**config.mk**
```make
export PLATFORM = sky130hd
export DESIGN_NAME = twsr_regs
export DESIGN_NICKNAME = d
export VERILOG_FILES = /design/src/logic/twsr_pkg.sv /design/src/logic/twsr_regs.sv
export SDC_FILE = /design/constraint.sdc
export NUM_CORES = 1
export LEC_CHECK = 0
export BUFFER_PORTS_ARGS = -buffer_cell sky130_fd_sc_hd__clkbuf_2
export CAP_MARGIN = 15
export CORE_AREA = 2 2 79 81
export CTS_BUF_LIST = sky130_fd_sc_hd__clkbuf_8
export CTS_CLUSTER_DIAMETER = 200
export DETAILED_ROUTE_END_ITERATION = 10
export DIE_AREA = 0 0 81 83
export GPL_TIMING_DRIVEN = 0
export PLACE_DENSITY = 0.87
export SLEW_MARGIN = 20
export SYNTH_ARGS = -nofsm -noshare
export SYNTH_HDL_FRONTEND = slang
export SYNTH_SLANG_ARGS = --single-unit
```
**constraint.sdc**
```tcl
create_clock -name clk -period 4.8 [get_ports clk]
set_input_delay 0 -clock clk [delete_from_list [all_inputs] [get_ports clk]]
set_output_delay 0 -clock clk [all_outputs]
set_load 0.005 [all_outputs]
```
**src/logic/twsr_pkg.sv**
```systemverilog
// Constants of the two-wire status, mask and holding-register block.
// Assumes a 32-bit APB master and a 100 MHz system clock.
// Contract
// - Master mode: a transmit-holding write clears tx_holding_empty.
// - Master mode: shifter load or missing ack sets tx_holding_empty.
// - The master_enable_cmd strobe sets tx_holding_empty.
// - Slave mode: tx_holding_empty stays low until the byte is sent and answered.
// - Slave mode: empty holding plus missing ack stops further transmission.
// - Slave read: missing master ack sets not-acknowledged; status read clears it.
// - Slave write access: every received data byte is acknowledged.
// - slave_dir_read is 1 for master read, 0 for master write.
// - Own address match raises slave_addressed until missing ack or stop.
// - Slave mode: general call sets general_call_seen; status read clears it.
// - Master mode: reload while rx full sets overrun; read clears it if done.
// - Master mode: missing slave ack sets not-acknowledged with transfer_done.
// - Master mode: lost arbitration sets the flag with transfer_done.
// - Slave mode: unserved holding registers stretch the clock and raise clock_wait_flag.
// - Falling slave_addressed sets slave_access_end; status read clears it.
// - Writing 1 to enable-set turns a mask bit on; 0 does nothing.
// - Writing 1 to enable-clear turns a mask bit off; 0 does nothing.
// - Mask view reads 1 per enabled source and resets to zero.
// - Enable, disable and mask share the status bit layout.
// - Receive holding shows the last byte on bits 7..0, upper zero.
// - Transmit holding keeps the next byte to send in bits 7..0.
// - Master mode: transfer_done low in a frame, high after stop sent.
// - rx_holding_full rises on byte arrival and falls on receive read.
package twsr_pkg;
  localparam logic [7:0]  OFS_STATUS   = 8'h00;
  localparam logic [7:0]  OFS_IRQ_SET  = 8'h04;
  localparam logic [7:0]  OFS_IRQ_CLR  = 8'h08;
  localparam logic [7:0]  OFS_IRQ_MASK = 8'h0C;
  localparam logic [7:0]  OFS_RX_HOLD  = 8'h10;
  localparam logic [7:0]  OFS_TX_HOLD  = 8'h14;
  localparam int          B_DONE  = 0;
  localparam int          B_RXF   = 1;
  localparam int          B_TXE   = 2;
  localparam int          B_DIR   = 3;
  localparam int          B_ADDR  = 4;
  localparam int          B_GC    = 5;
  localparam int          B_OVR   = 6;
  localparam int          B_NACK  = 8;
  localparam int          B_ARB   = 9;
  localparam int          B_WAIT  = 10;
  localparam int          B_END   = 11;
  localparam logic [11:0] MASK_BITS   = 12'hF77;
  localparam logic [11:0] MASK_RESET  = 12'h000;
  localparam logic [7:0]  BYTE_RESET  = 8'h00;
  localparam logic [6:0]  GEN_CALL_ADDR = 7'h00;
endpackage

```
**src/logic/twsr_regs.sv**
```systemverilog
// Status flags, interrupt mask and holding registers of a two-wire controller.
// Assumes the bit shifter runs on clk and hands over events as one-cycle strobes;
// only the serial clock level comes from outside and is synchronised here.
//
// The APB interface to the registers and the register offsets were decided locally.
`timescale 1ns/1ps
`default_nettype none
module twsr_regs
  import twsr_pkg::*;
(
  input  wire logic        clk,
  input  wire logic        sys_rst,
  input  wire logic        psel,
  input  wire logic        penable,
  input  wire logic        pwrite,
  input  wire logic [7:0]  paddr,
  input  wire logic [31:0] pwdata,
  output logic [31:0]      prdata,
  output logic             pready,
  output logic             pslverr,
  input  wire logic        master_mode,
  input  wire logic        slave_mode,
  input  wire logic        master_enable_cmd,
  input  wire logic [6:0]  own_slave_address,
  input  wire logic        frame_start,
  input  wire logic        stop_sent,
  input  wire logic        stop_seen,
  input  wire logic        addr_valid,
  input  wire logic [6:0]  addr_byte,
  input  wire logic        addr_read,
  input  wire logic        tx_taken,
  input  wire logic        tx_answered,
  input  wire logic        nack_seen,
  input  wire logic        arb_lost,
  input  wire logic        rx_valid,
  input  wire logic [7:0]  rx_in,
  input  wire logic        scl_in,
  output logic [7:0]       tx_byte,
  output logic             tx_full,
  output logic             tx_stop,
  output logic             rx_ack,
  output logic             scl_oe,
  output logic             scl_out,
  output logic             irq
);
  import twsr_pkg::*;

  logic [31:0] rdata_q;
  logic        pready_q;
  logic        perr_q;
  logic [11:0] mask_q;
  logic [11:0] flags_q;
  logic [7:0]  rx_byte_q;
  logic [7:0]  tx_byte_q;
  logic        tx_full_q;
  logic        tx_stop_q;
  logic        rx_ack_q;
  logic        stretch_q;
  logic        irq_q;
  logic [2:0]  scl_sync_q;
  logic        scl_low_q;
  logic        access;
  logic        mapped;
  logic        wr_tx;
  logic        rd_rx;
  logic        rd_st;
  logic        match;
  logic        gcall;
  logic [11:0] set_v;
  logic [11:0] clr_v;

  // Decode; side effects happen only at the edge where the master sees pready.
  assign access = psel & penable & pready_q;
  assign mapped = (paddr == OFS_STATUS) | (paddr == OFS_IRQ_SET) | (paddr == OFS_IRQ_CLR)
                | (paddr == OFS_IRQ_MASK) | (paddr == OFS_RX_HOLD) | (paddr == OFS_TX_HOLD);
  assign wr_tx  = access & pwrite & (paddr == OFS_TX_HOLD);
  assign rd_rx  = access & ~pwrite & (paddr == OFS_RX_HOLD);
  assign rd_st  = access & ~pwrite & (paddr == OFS_STATUS);
  assign gcall  = addr_valid & slave_mode & (addr_byte == GEN_CALL_ADDR);
  assign match  = addr_valid & slave_mode & ((addr_byte == own_slave_address) | gcall);

  // APB answer: one wait state, data and error registered with pready.
  always_ff @(posedge clk or posedge sys_rst)
  begin
    if (sys_rst)
    begin
      pready_q <= 1'b0;
      perr_q   <= 1'b0;
      rdata_q  <= 32'h0000_0000;
    end
    else
    begin
      pready_q <= psel & penable & ~pready_q;
      perr_q   <= psel & penable & ~pready_q & ~mapped;
      if (psel & penable & ~pready_q & ~pwrite)
      begin
        case (paddr)
          OFS_STATUS:   rdata_q <= {20'h00000, flags_q};
          OFS_IRQ_MASK: rdata_q <= {20'h00000, mask_q};
          OFS_RX_HOLD:  rdata_q <= {24'h000000, rx_byte_q};
          OFS_TX_HOLD:  rdata_q <= {24'h000000, tx_byte_q};
          default:      rdata_q <= 32'h0000_0000;
        endcase
      end
    end
  end

  // Interrupt mask: write-one-to-set and write-one-to-clear views of one register.
  always_ff @(posedge clk or posedge sys_rst)
  begin
    if (sys_rst)
      mask_q <= MASK_RESET;
    else if (access & pwrite & (paddr == OFS_IRQ_SET))
      mask_q <= mask_q | (pwdata[11:0] & MASK_BITS);
    else if (access & pwrite & (paddr == OFS_IRQ_CLR))
      mask_q <= mask_q & ~pwdata[11:0];
  end

  // Data holding registers.
  always_ff @(posedge clk or posedge sys_rst)
  begin
    if (sys_rst)
    begin
      rx_byte_q <= BYTE_RESET;
      tx_byte_q <= BYTE_RESET;
    end
    else
    begin
      if (rx_valid)
        rx_byte_q <= rx_in;
      if (wr_tx)
        tx_byte_q <= pwdata[7:0];
    end
  end

  // Serial clock level: three stages, low counts once the last two agree.
  always_ff @(posedge clk or posedge sys_rst)
  begin
    if (sys_rst)
    begin
      scl_sync_q <= 3'b111;
      scl_low_q  <= 1'b0;
    end
    else
    begin
      scl_sync_q <= {scl_sync_q[1:0], scl_in};
      if (scl_sync_q[1] == scl_sync_q[2])
        scl_low_q <= ~scl_sync_q[2];
    end
  end

  // Set and clear terms for the sticky and automatic flags.
  always_comb
  begin
    set_v = 12'h000;
    clr_v = 12'h000;
    set_v[B_DONE] = stop_sent | stop_seen | (master_mode & (nack_seen | arb_lost));
    clr_v[B_DONE] = frame_start;
    set_v[B_TXE]  = master_enable_cmd
                  | (master_mode & (tx_taken | nack_seen))
                  | (slave_mode & tx_answered);
    clr_v[B_TXE]  = wr_tx;
    set_v[B_RXF]  = rx_valid;
    clr_v[B_RXF]  = rd_rx;
    set_v[B_OVR]  = master_mode & rx_valid & flags_q[B_RXF];
    clr_v[B_OVR]  = rd_st & rdata_q[B_OVR] & rdata_q[B_DONE];
    set_v[B_NACK] = nack_seen & (master_mode | (slave_mode & flags_q[B_DIR]));
    clr_v[B_NACK] = rd_st & rdata_q[B_NACK];
    set_v[B_ARB]  = master_mode & arb_lost;
    clr_v[B_ARB]  = rd_st & rdata_q[B_ARB];
    set_v[B_GC]   = gcall;
    clr_v[B_GC]   = rd_st & rdata_q[B_GC];
    set_v[B_ADDR] = match;
    clr_v[B_ADDR] = nack_seen | stop_seen;
    set_v[B_END]  = flags_q[B_ADDR] & ~match & (nack_seen | stop_seen);
    clr_v[B_END]  = rd_st & rdata_q[B_END];
  end

  // Flags: set wins over any clear in the same cycle, so no event is lost.
  always_ff @(posedge clk or posedge sys_rst)
  begin
    if (sys_rst)
    begin
      flags_q         <= 12'h000;
      flags_q[B_DONE] <= 1'b1;
      flags_q[B_DIR]  <= 1'b1;
    end
    else
    begin
      flags_q <= set_v | (flags_q & ~clr_v);
      if (match)
        flags_q[B_DIR] <= addr_read;
      flags_q[B_WAIT] <= stretch_q & scl_low_q;
      flags_q[7]      <= 1'b0;
    end
  end

  // Slave-side line control and the handoff to the shifter.
  always_ff @(posedge clk or posedge sys_rst)
  begin
    if (sys_rst)
    begin
      stretch_q <= 1'b0;
      tx_stop_q <= 1'b0;
      rx_ack_q  <= 1'b0;
      tx_full_q <= 1'b0;
    end
    else
    begin
      stretch_q <= slave_mode & flags_q[B_ADDR]
                 & ((flags_q[B_DIR] & flags_q[B_TXE] & ~flags_q[B_NACK])
                 | (~flags_q[B_DIR] & flags_q[B_RXF]));
      tx_stop_q <= slave_mode & flags_q[B_TXE] & flags_q[B_NACK];
      rx_ack_q  <= slave_mode & flags_q[B_ADDR] & ~flags_q[B_DIR];
      tx_full_q <= ~set_v[B_TXE] & (clr_v[B_TXE] | ~flags_q[B_TXE]);
    end
  end

  // Interrupt request from flags gated by the mask.
  always_ff @(posedge clk or posedge sys_rst)
  begin
    if (sys_rst)
      irq_q <= 1'b0;
    else
      irq_q <= |(flags_q & mask_q & MASK_BITS);
  end

  assign prdata  = rdata_q;
  assign pready  = pready_q;
  assign pslverr = perr_q;
  assign tx_byte = tx_byte_q;
  assign tx_full = tx_full_q;
  assign tx_stop = tx_stop_q;
  assign rx_ack  = rx_ack_q;
  assign scl_oe  = stretch_q;
  assign scl_out = 1'b0;
  assign irq     = irq_q;

  a_irq_follow: assert property (@(posedge clk) disable iff (sys_rst)
    ##1 (irq == |($past(flags_q) & $past(mask_q))))
    else $error("irq does not follow flags and mask");
  a_mask_set: assert property (@(posedge clk) disable iff (sys_rst)
    (access & pwrite & (paddr == OFS_IRQ_SET)) |=> ((mask_q & ($past(pwdata[11:0]) & MASK_BITS))
    == ($past(pwdata[11:0]) & MASK_BITS)))
    else $error("enable write missed a mask bit");
  a_mask_clr: assert property (@(posedge clk) disable iff (sys_rst)
    (access & pwrite & (paddr == OFS_IRQ_CLR)) |=> ((mask_q & $past(pwdata[11:0])) == 12'h000))
    else $error("disable write left a mask bit");
  a_txe_write: assert property (@(posedge clk) disable iff (sys_rst)
    (wr_tx & ~set_v[B_TXE]) |=> (~flags_q[B_TXE] & tx_full))
    else $error("holding write did not clear empty flag");
  a_txe_menable: assert property (@(posedge clk) disable iff (sys_rst)
    master_enable_cmd |=> flags_q[B_TXE])
    else $error("master enable did not set empty flag");
  a_nack_done: assert property (@(posedge clk) disable iff (sys_rst)
    (master_mode & nack_seen) |=> (flags_q[B_NACK] & flags_q[B_DONE] & flags_q[B_TXE]))
    else $error("nack did not set flags together");
  a_arb_done: assert property (@(posedge clk) disable iff (sys_rst)
    (master_mode & arb_lost) |=> (flags_q[B_ARB] & flags_q[B_DONE]))
    else $error("arbitration loss flags missing");
  a_rx_full: assert property (@(posedge clk) disable iff (sys_rst)
    rx_valid |=> (flags_q[B_RXF] & (rx_byte_q == $past(rx_in))))
    else $error("received byte not held");
  a_ovr_set: assert property (@(posedge clk) disable iff (sys_rst)
    (master_mode & rx_valid & flags_q[B_RXF]) |=> flags_q[B_OVR])
    else $error("overrun not flagged");
  a_addr_match: assert property (@(posedge clk) disable iff (sys_rst)
    match |=> (flags_q[B_ADDR] & (flags_q[B_DIR] == $past(addr_read))))
    else $error("address match flags wrong");
  a_end_access: assert property (@(posedge clk) disable iff (sys_rst)
    $fell(flags_q[B_ADDR]) |-> flags_q[B_END])
    else $error("end of access not flagged");
  a_set_wins: assert property (@(posedge clk) disable iff (sys_rst)
    (rd_st & gcall) |=> flags_q[B_GC])
    else $error("general call lost on status read");
  a_stop_tx: assert property (@(posedge clk) disable iff (sys_rst)
    (slave_mode & flags_q[B_TXE] & flags_q[B_NACK]) |=> tx_stop)
    else $error("slave transmit not stopped");

  // A new frame drops transfer_done unless a finishing event lands in the same cycle.
  a_done_frame: assert property (@(posedge clk) disable iff (sys_rst)
    (frame_start & ~set_v[B_DONE]) |=> ~flags_q[B_DONE])
    else $error("frame start left transfer done high");
  // The stop strobe from the shifter marks the frame as finished.
  a_done_stop: assert property (@(posedge clk) disable iff (sys_rst)
    stop_sent |=> flags_q[B_DONE])
    else $error("stop sent did not set transfer done");
  // Reading the receive holding register empties it.
  a_rxf_read: assert property (@(posedge clk) disable iff (sys_rst)
    (rd_rx & ~rx_valid) |=> ~flags_q[B_RXF])
    else $error("receive read left the full flag");
  // The shifter taking the held byte frees the holding register in master mode.
  a_txe_taken: assert property (@(posedge clk) disable iff (sys_rst)
    (master_mode & tx_taken) |=> flags_q[B_TXE])
    else $error("shifter load did not set empty flag");
  // In slave mode the holding register frees once the byte was answered.
  a_txe_answer: assert property (@(posedge clk) disable iff (sys_rst)
    (slave_mode & tx_answered) |=> flags_q[B_TXE])
    else $error("answered byte did not set empty flag");
  // A remote master refusing a byte of a slave read is flagged.
  a_nack_slave: assert property (@(posedge clk) disable iff (sys_rst)
    (slave_mode & flags_q[B_DIR] & nack_seen) |=> flags_q[B_NACK])
    else $error("slave read nack not flagged");
  // A general call is recorded and also counts as being addressed.
  a_gc_set: assert property (@(posedge clk) disable iff (sys_rst)
    gcall |=> (flags_q[B_GC] & flags_q[B_ADDR]))
    else $error("general call not flagged");
  // The addressed flag drops by itself on a missing ack or a stop.
  a_addr_drop: assert property (@(posedge clk) disable iff (sys_rst)
    (flags_q[B_ADDR] & ~match & (nack_seen | stop_seen)) |=> ~flags_q[B_ADDR])
    else $error("slave addressed flag did not drop");
  // Bytes written to us as a slave are always acknowledged.
  a_ack_write: assert property (@(posedge clk) disable iff (sys_rst)
    (slave_mode & flags_q[B_ADDR] & ~flags_q[B_DIR]) |=> rx_ack)
    else $error("slave write byte not acknowledged");
  // The wait flag mirrors the stretch request seen with the line held low.
  a_wait_flag: assert property (@(posedge clk) disable iff (sys_rst)
    flags_q[B_WAIT] == ($past(stretch_q) & $past(scl_low_q)))
    else $error("clock wait flag out of step");
  // An unread received byte stretches the clock of a slave write.
  a_stretch_read: assert property (@(posedge clk) disable iff (sys_rst)
    (slave_mode & flags_q[B_ADDR] & ~flags_q[B_DIR] & flags_q[B_RXF]) |=> scl_oe)
    else $error("full receive register did not stretch");
  // Upper bits of the receive holding view always read zero.
  a_rx_zero: assert property (@(posedge clk) disable iff (sys_rst)
    (pready & ~pwrite & (paddr == OFS_RX_HOLD)) |-> (prdata[31:8] == 24'h000000))
    else $error("receive view upper bits not zero");
  // Overrun clears on a status read only when that read also showed done.
  a_ovr_clear: assert property (@(posedge clk) disable iff (sys_rst)
    (rd_st & rdata_q[B_OVR] & rdata_q[B_DONE] & ~set_v[B_OVR]) |=> ~flags_q[B_OVR])
    else $error("overrun not cleared by status read");
  // The transmit holding register keeps the written byte.
  a_tx_hold: assert property (@(posedge clk) disable iff (sys_rst)
    wr_tx |=> (tx_byte == $past(pwdata[7:0])))
    else $error("transmit byte not held");
  // Arbitration loss clears on the read that reported it.
  a_arb_clear: assert property (@(posedge clk) disable iff (sys_rst)
    (rd_st & rdata_q[B_ARB] & ~set_v[B_ARB]) |=> ~flags_q[B_ARB])
    else $error("arbitration flag not cleared by read");
  // Not-acknowledged clears on the read that reported it.
  a_nack_clear: assert property (@(posedge clk) disable iff (sys_rst)
    (rd_st & rdata_q[B_NACK] & ~set_v[B_NACK]) |=> ~flags_q[B_NACK])
    else $error("nack flag not cleared by read");
  // General call clears on the read that reported it.
  a_gc_clear: assert property (@(posedge clk) disable iff (sys_rst)
    (rd_st & rdata_q[B_GC] & ~set_v[B_GC]) |=> ~flags_q[B_GC])
    else $error("general call flag not cleared by read");
  // End of access clears on the read that reported it.
  a_end_clear: assert property (@(posedge clk) disable iff (sys_rst)
    (rd_st & rdata_q[B_END] & ~set_v[B_END]) |=> ~flags_q[B_END])
    else $error("end of access flag not cleared by read");
  // With every source masked off the request must stay quiet.
  a_irq_off: assert property (@(posedge clk) disable iff (sys_rst)
    (mask_q == 12'h000) |=> ~irq)
    else $error("irq raised with empty mask");
  // The direction bit only moves when an address is matched.
  a_dir_hold: assert property (@(posedge clk) disable iff (sys_rst)
    $changed(flags_q[B_DIR]) |-> $past(match))
    else $error("direction bit changed without address");
  // The mask view returns the mask as it stood when the read was taken.
  a_mask_view: assert property (@(posedge clk) disable iff (sys_rst)
    (pready & ~pwrite & (paddr == OFS_IRQ_MASK)) |-> (prdata == {20'h00000, $past(mask_q)}))
    else $error("mask view differs from mask");
  // The status view returns the flags as they stood when the read was taken.
  a_status_view: assert property (@(posedge clk) disable iff (sys_rst)
    (pready & ~pwrite & (paddr == OFS_STATUS)) |-> (prdata == {20'h00000, $past(flags_q)}))
    else $error("status view differs from flags");

  c_read_status: cover property (@(posedge clk) disable iff (sys_rst) rd_st ##1 1'b1);
  c_slave_access: cover property (@(posedge clk) disable iff (sys_rst) match ##[1:50] stop_seen);
  c_stretch: cover property (@(posedge clk) disable iff (sys_rst) flags_q[B_WAIT]);
  c_irq: cover property (@(posedge clk) disable iff (sys_rst) $rose(irq));
  c_overrun: cover property (@(posedge clk) disable iff (sys_rst) $rose(flags_q[B_OVR]));
endmodule
`default_nettype wire

```
# After elaboration in Yosys (flattened, before gate mapping)
# Index checks and enable logic that the tools add are counted.
[classes]
muxes = 4
bitwise_logic = 73
n_eq_ne = 7
n_reduce_logical = 4
[op_table]
columns = ["operator", "n"]
rows = [
  ["$pmux W12 S4", 1],
  ["$and A1 B1 Y1", 41],
  ["$and A12 B12 Y12", 3],
  ["$mux W12", 2],
  ["$not A12 Y12", 2],
  ["$or A12 B12 Y12", 2],
  ["$eq A8 B4 Y1 const B", 2],
  ["$eq A8 B5 Y1 const B", 2],
  ["$or A1 B1 Y1", 16],
  ["$reduce_or A10 Y1", 1],
  ["$not A1 Y1", 9],
  ["$eq A8 B3 Y1 const B", 1],
  ["$logic_not A8 Y1", 1],
  ["$eq A7 B7 Y1", 1],
  ["$logic_not A7 Y1", 1],
  ["$reduce_bool A2 Y1", 1],
  ["$eq A1 B1 Y1", 1],
  ["$mux W1", 1],
]
[word_totals]
output_inout_bits = 48
word_cells = 102
inputBits = 81
register_bits = 82

# Logic depth before layout (Yosys ltp)
[logic_depth]
ltp_word = 10
mapped_depth = 6
depth_no_buf = 4

# Least setup slack after synthesis
# OpenSTA, ideal clock, no wires.
[synth_path]
path_kind = "in2reg"
start = "input paddr[3]"
end = "register tx_byte_q[1], in the netlist tx_byte[1]"
setup_time_ps = 125
required_ps = 4675
path_slack_ps = 3105
t_arrival_ps = 1571
cell_stages = 4
path_buffers = 1
cell_sequence = "clkbuf_1 or4_4 nor4_4 mux2_2"
[synth_via]
elab_chain_len = 2
[synth_rtl]
columns = ["item", "line_no", "rtl"]
rows = [
  ["start: declaration", "twsr_regs.sv:16", "input wire logic [7:0] paddr,"],
  ["$eq A8 B5 Y1", "twsr_regs.sv:76", "assign wr_tx = access & pwrite & (paddr == OFS_TX_HOLD);"],
  ["$and A1 B1 Y1", "twsr_regs.sv:76", ""],
  ["end signal: assignment", "twsr_regs.sv:132", "tx_byte_q <= pwdata[7:0];"],
  ["end: declaration", "twsr_regs.sv:54", "logic [7:0] tx_byte_q;"],
]
# Every way passes these cells.
# A chain may end at the register's enable or synchronous reset.

# Worst setup path in the final report
[layout_path]
start = "register pready_q, in the netlist pready"
end = "register flags_q[2]"
[layout_via]
elab_chain_len = 6
[layout_rtl]
columns = ["item", "line_no", "rtl"]
rows = [
  ["start: declaration", "twsr_regs.sv:49", "logic pready_q;"],
  ["start signal: assignment", "twsr_regs.sv:93", "pready_q <= psel & penable & ~pready_q;"],
  ["$and A1 B1 Y1", "twsr_regs.sv:73", "assign access = psel & penable & pready_q;"],
  ["$and A1 B1 Y1 (2 in series)", "twsr_regs.sv:76", ""],
  ["$not A12 Y12", "twsr_regs.sv:190", "flags_q <= set_v | (flags_q & ~clr_v);"],
  ["$and A12 B12 Y12", "twsr_regs.sv:190", ""],
  ["$or A12 B12 Y12", "twsr_regs.sv:190", ""],
  ["end signal: assignment", "twsr_regs.sv:190", ""],
  ["end signal: indexed assignment", "twsr_regs.sv:192", "flags_q[B_DIR] <= addr_read;"],
  ["end signal: indexed assignment", "twsr_regs.sv:193", "flags_q[B_WAIT] <= stretch_q & scl_low_q;"],
  ["end: declaration", "twsr_regs.sv:52", "logic [11:0] flags_q;"],
]
# Every way passes these cells.

==> out/results.ini <==
[worst_hold_path]
hold_end=flags_q[9]$_DFF_PP0_
hold_start=master_mode
min_path_cells=2
hold_class=in2reg

[floorplan]
ios=129
dieArea_um2=6720
core_um2=5820
die_h_um=83
die_w_um=81
rows=28
initial_utilization_pct=52.3

[global_route]
antenna_found_initial=0
grt_max_degree=62
grt-ovfl-total=0
grt_pass1_wl_um=13600
grtUsageTotal_pct=26.8
grt_pass1_vias=2847

[sta]
post-route-worst-setup-slack_ns=2.43
finalCriticalPeriod_ns=2.37
setup-violations-final=0
maxSlewHeadroom_pct=50.6
hold_ws_ns=0.0309
tns_ns=0
final_max_slew_viol_count=0
period_share_pct=49.3
skew_ns=0.00430
hold_violations=0
rsz0062_at_grt=no
worst_slew_pin_slew_ns=0.735
fmax_mhz=423

[clock_tree]
cts_max_path_buffers=2
cts_tree=yes
h-tree-depth=3
clk_pin_slew_ns=0.07
cts_made_buffers=9
cts_setup_buffers=0
insertion_delay_ns=0.33
cts_num_sinks=62
root_buffer=clkbuf_8

[place]
place_area_um2=3660
hpwl_um=5740
io_buffer_count=84
place_congestion=0.876
pre_cts_ws_ns=2.82

[logic_synthesis]
yosys.area.top_type=dfrtp_1
netlist_top_cells_area=dfrtp_1 (47%), buf_4 (5.2%), mux2_2 (5.2%)
synth.distinct_cells=50
synth-seq-cells=62
synth_edf_count=0
dominantRegCellSynth=dfrtp_1
yosysWarnings=0
synth_top_cells_by_count=dfrtp_1 (57), nand2_1 (35), buf_4 (21)
seq_area_frac_synth_pct=51.2
synth_top_area_share_pct=46.9
syn_inst=281
syn_area_per_cell_um2=10.8
synth_area_um2=3040
synth_most_common_cell=dfrtp_1
ys_async_sr_fraction_pct=100

[drt]
drtAntennaViolNets=0
drc=0
vias=2818
dr.pass1.iters=5
wl_per_cell_um=16.5
drt-initial-drc-count=357
wirelength_um=8450
viasPerCell=5.49

[worst_setup_path]
end_kind=flop
cp.required_ns=5.02
max_stage_delay_ns=0.70
r2r_start=pready$_DFF_PP0_
critical_path.top_delay_family=simple AND/OR/NAND/NOR gates
critPathLaunch=pready$_DFF_PP0_
crit_fanout=9
worstPathArrival_ns=2.58
path_class=reg2reg
reg2reg_slack_ns=2.43
cp.depth=5
path_cells=nand4_1 -> nor4_4 -> nand2b_1 -> nand3_1 -> dlygate4sd3_1
critPathLaunchType=flop
regToRegEndpoint=flags_q[2]$_DFF_PP0_
path_buf_inv=1
r2r.worst_path.cells=5
slowest_stage=nor4_4

[layout]
synthToLayoutAreaGrowth_pct=37.2
fin_area_um2=4180
drive_gt1_share_pct=33.6
n_antenna_cell=0
fin_nets=514

[job]
drv_cap=0

[power]
total_power_mw=1.08
power.density_nw_per_um2=258
vdd_drop_max_mv=0.210
p_leak_nw=2.06

[status]
status=finished clean

==> metal layers <==
layer,vias up,share of wire [%],track usage (%)
met5,-,0,0
met3,27,9.0,6.74
met2,163,49,41.7
met4,0,3.0,12.9
li1,1289,-,-
met1,1339,39,34.6
==> layout make-up <==
type | count | area (um^2)
Sequential cell | 62 | 1560
Buffer | 31 | 196
Fill cell | 455 | 1640
Clock buffer | 9 | 124
Timing Repair Buffer | 121 | 808
Inverter | 5 | 21.3
Clock inverter | 7 | 28.8
Tap cell | 75 | 93.8
Multi-Input combinational cell | 203 | 1350
==> where the power goes <==
part	total (mW)	switching (mW)	internal [mW]
logic	0.155	0.0740	0.0808
clock network	0.368	0.192	0.176
registers	0.556	0.0133	0.542
total	1.08	0.279	0.799
==> cell usage in the layout (no fill, tap or decap), types with 5 or more instances in the layout <==
cell / synthesis / routed
conb_1: 1 / 21
clkbuf_2: 0 / 84
o21ai_0: 15 / 15
dfstp_2: 5 / 5
dlygate4sd3_1: 0 / 36
mux2i_1: 8 / 8
clkbuf_1: 9 / 9
xnor2_1: 6 / 6
a31oi_1: 5 / 5
dfrtp_1: 57 / 57
inv_1: 5 / 9
nand2_1: 35 / 35
nor2_1: 13 / 13
buf_4: 21 / 21
mux2_2: 14 / 14
clkbuf_8: 0 / 9
nor3_1: 5 / 5
a22o_1: 13 / 13
==> worst max-delay path by stage <==
stage / to
after floorplan: tx_byte[1]$_DFFE_PP0P_
after global placement: prdata[7]$_DFFE_PP0P_
after detailed placement: tx_byte[1]$_DFFE_PP0P_
after CTS: flags_q[2]$_DFF_PP0_
after global routing: flags_q[2]$_DFF_PP0_
final: flags_q[2]$_DFF_PP0_
==> kinds of logic (layout without fill, tap and decap cells) <==
logic type | Yosys count | after routing | share of synthesized area (%)
AND/OR/NAND/NOR | 84 | 84 | 14.9
other | 1 | 21 | 0.123
AO/OA/AOI/OAI | 67 | 67 | 16.1
buffers and inverters | 36 | 173 | 7.07
multiplexers | 24 | 24 | 8.55
XOR/XNOR | 7 | 7 | 2.01
flip-flops | 62 | 62 | 51.2
==> metrics by stage <==
stage	cells	utilization [%]
2_1_floorplan	301	-
3_3_place_gp	460	62.5
3_5_place_dp	461	63.0
4_1_cts	513	71.8
5_1_grt	513	71.8
6_report	513	71.8
==> timing repair <==
action                    in CTS  in global routing
hold buffers                  36                  0
gates resized for setup        0                  0
hold endpoints to repair     103                  0
No activity file was read; power rests on OpenSTA's default activity.
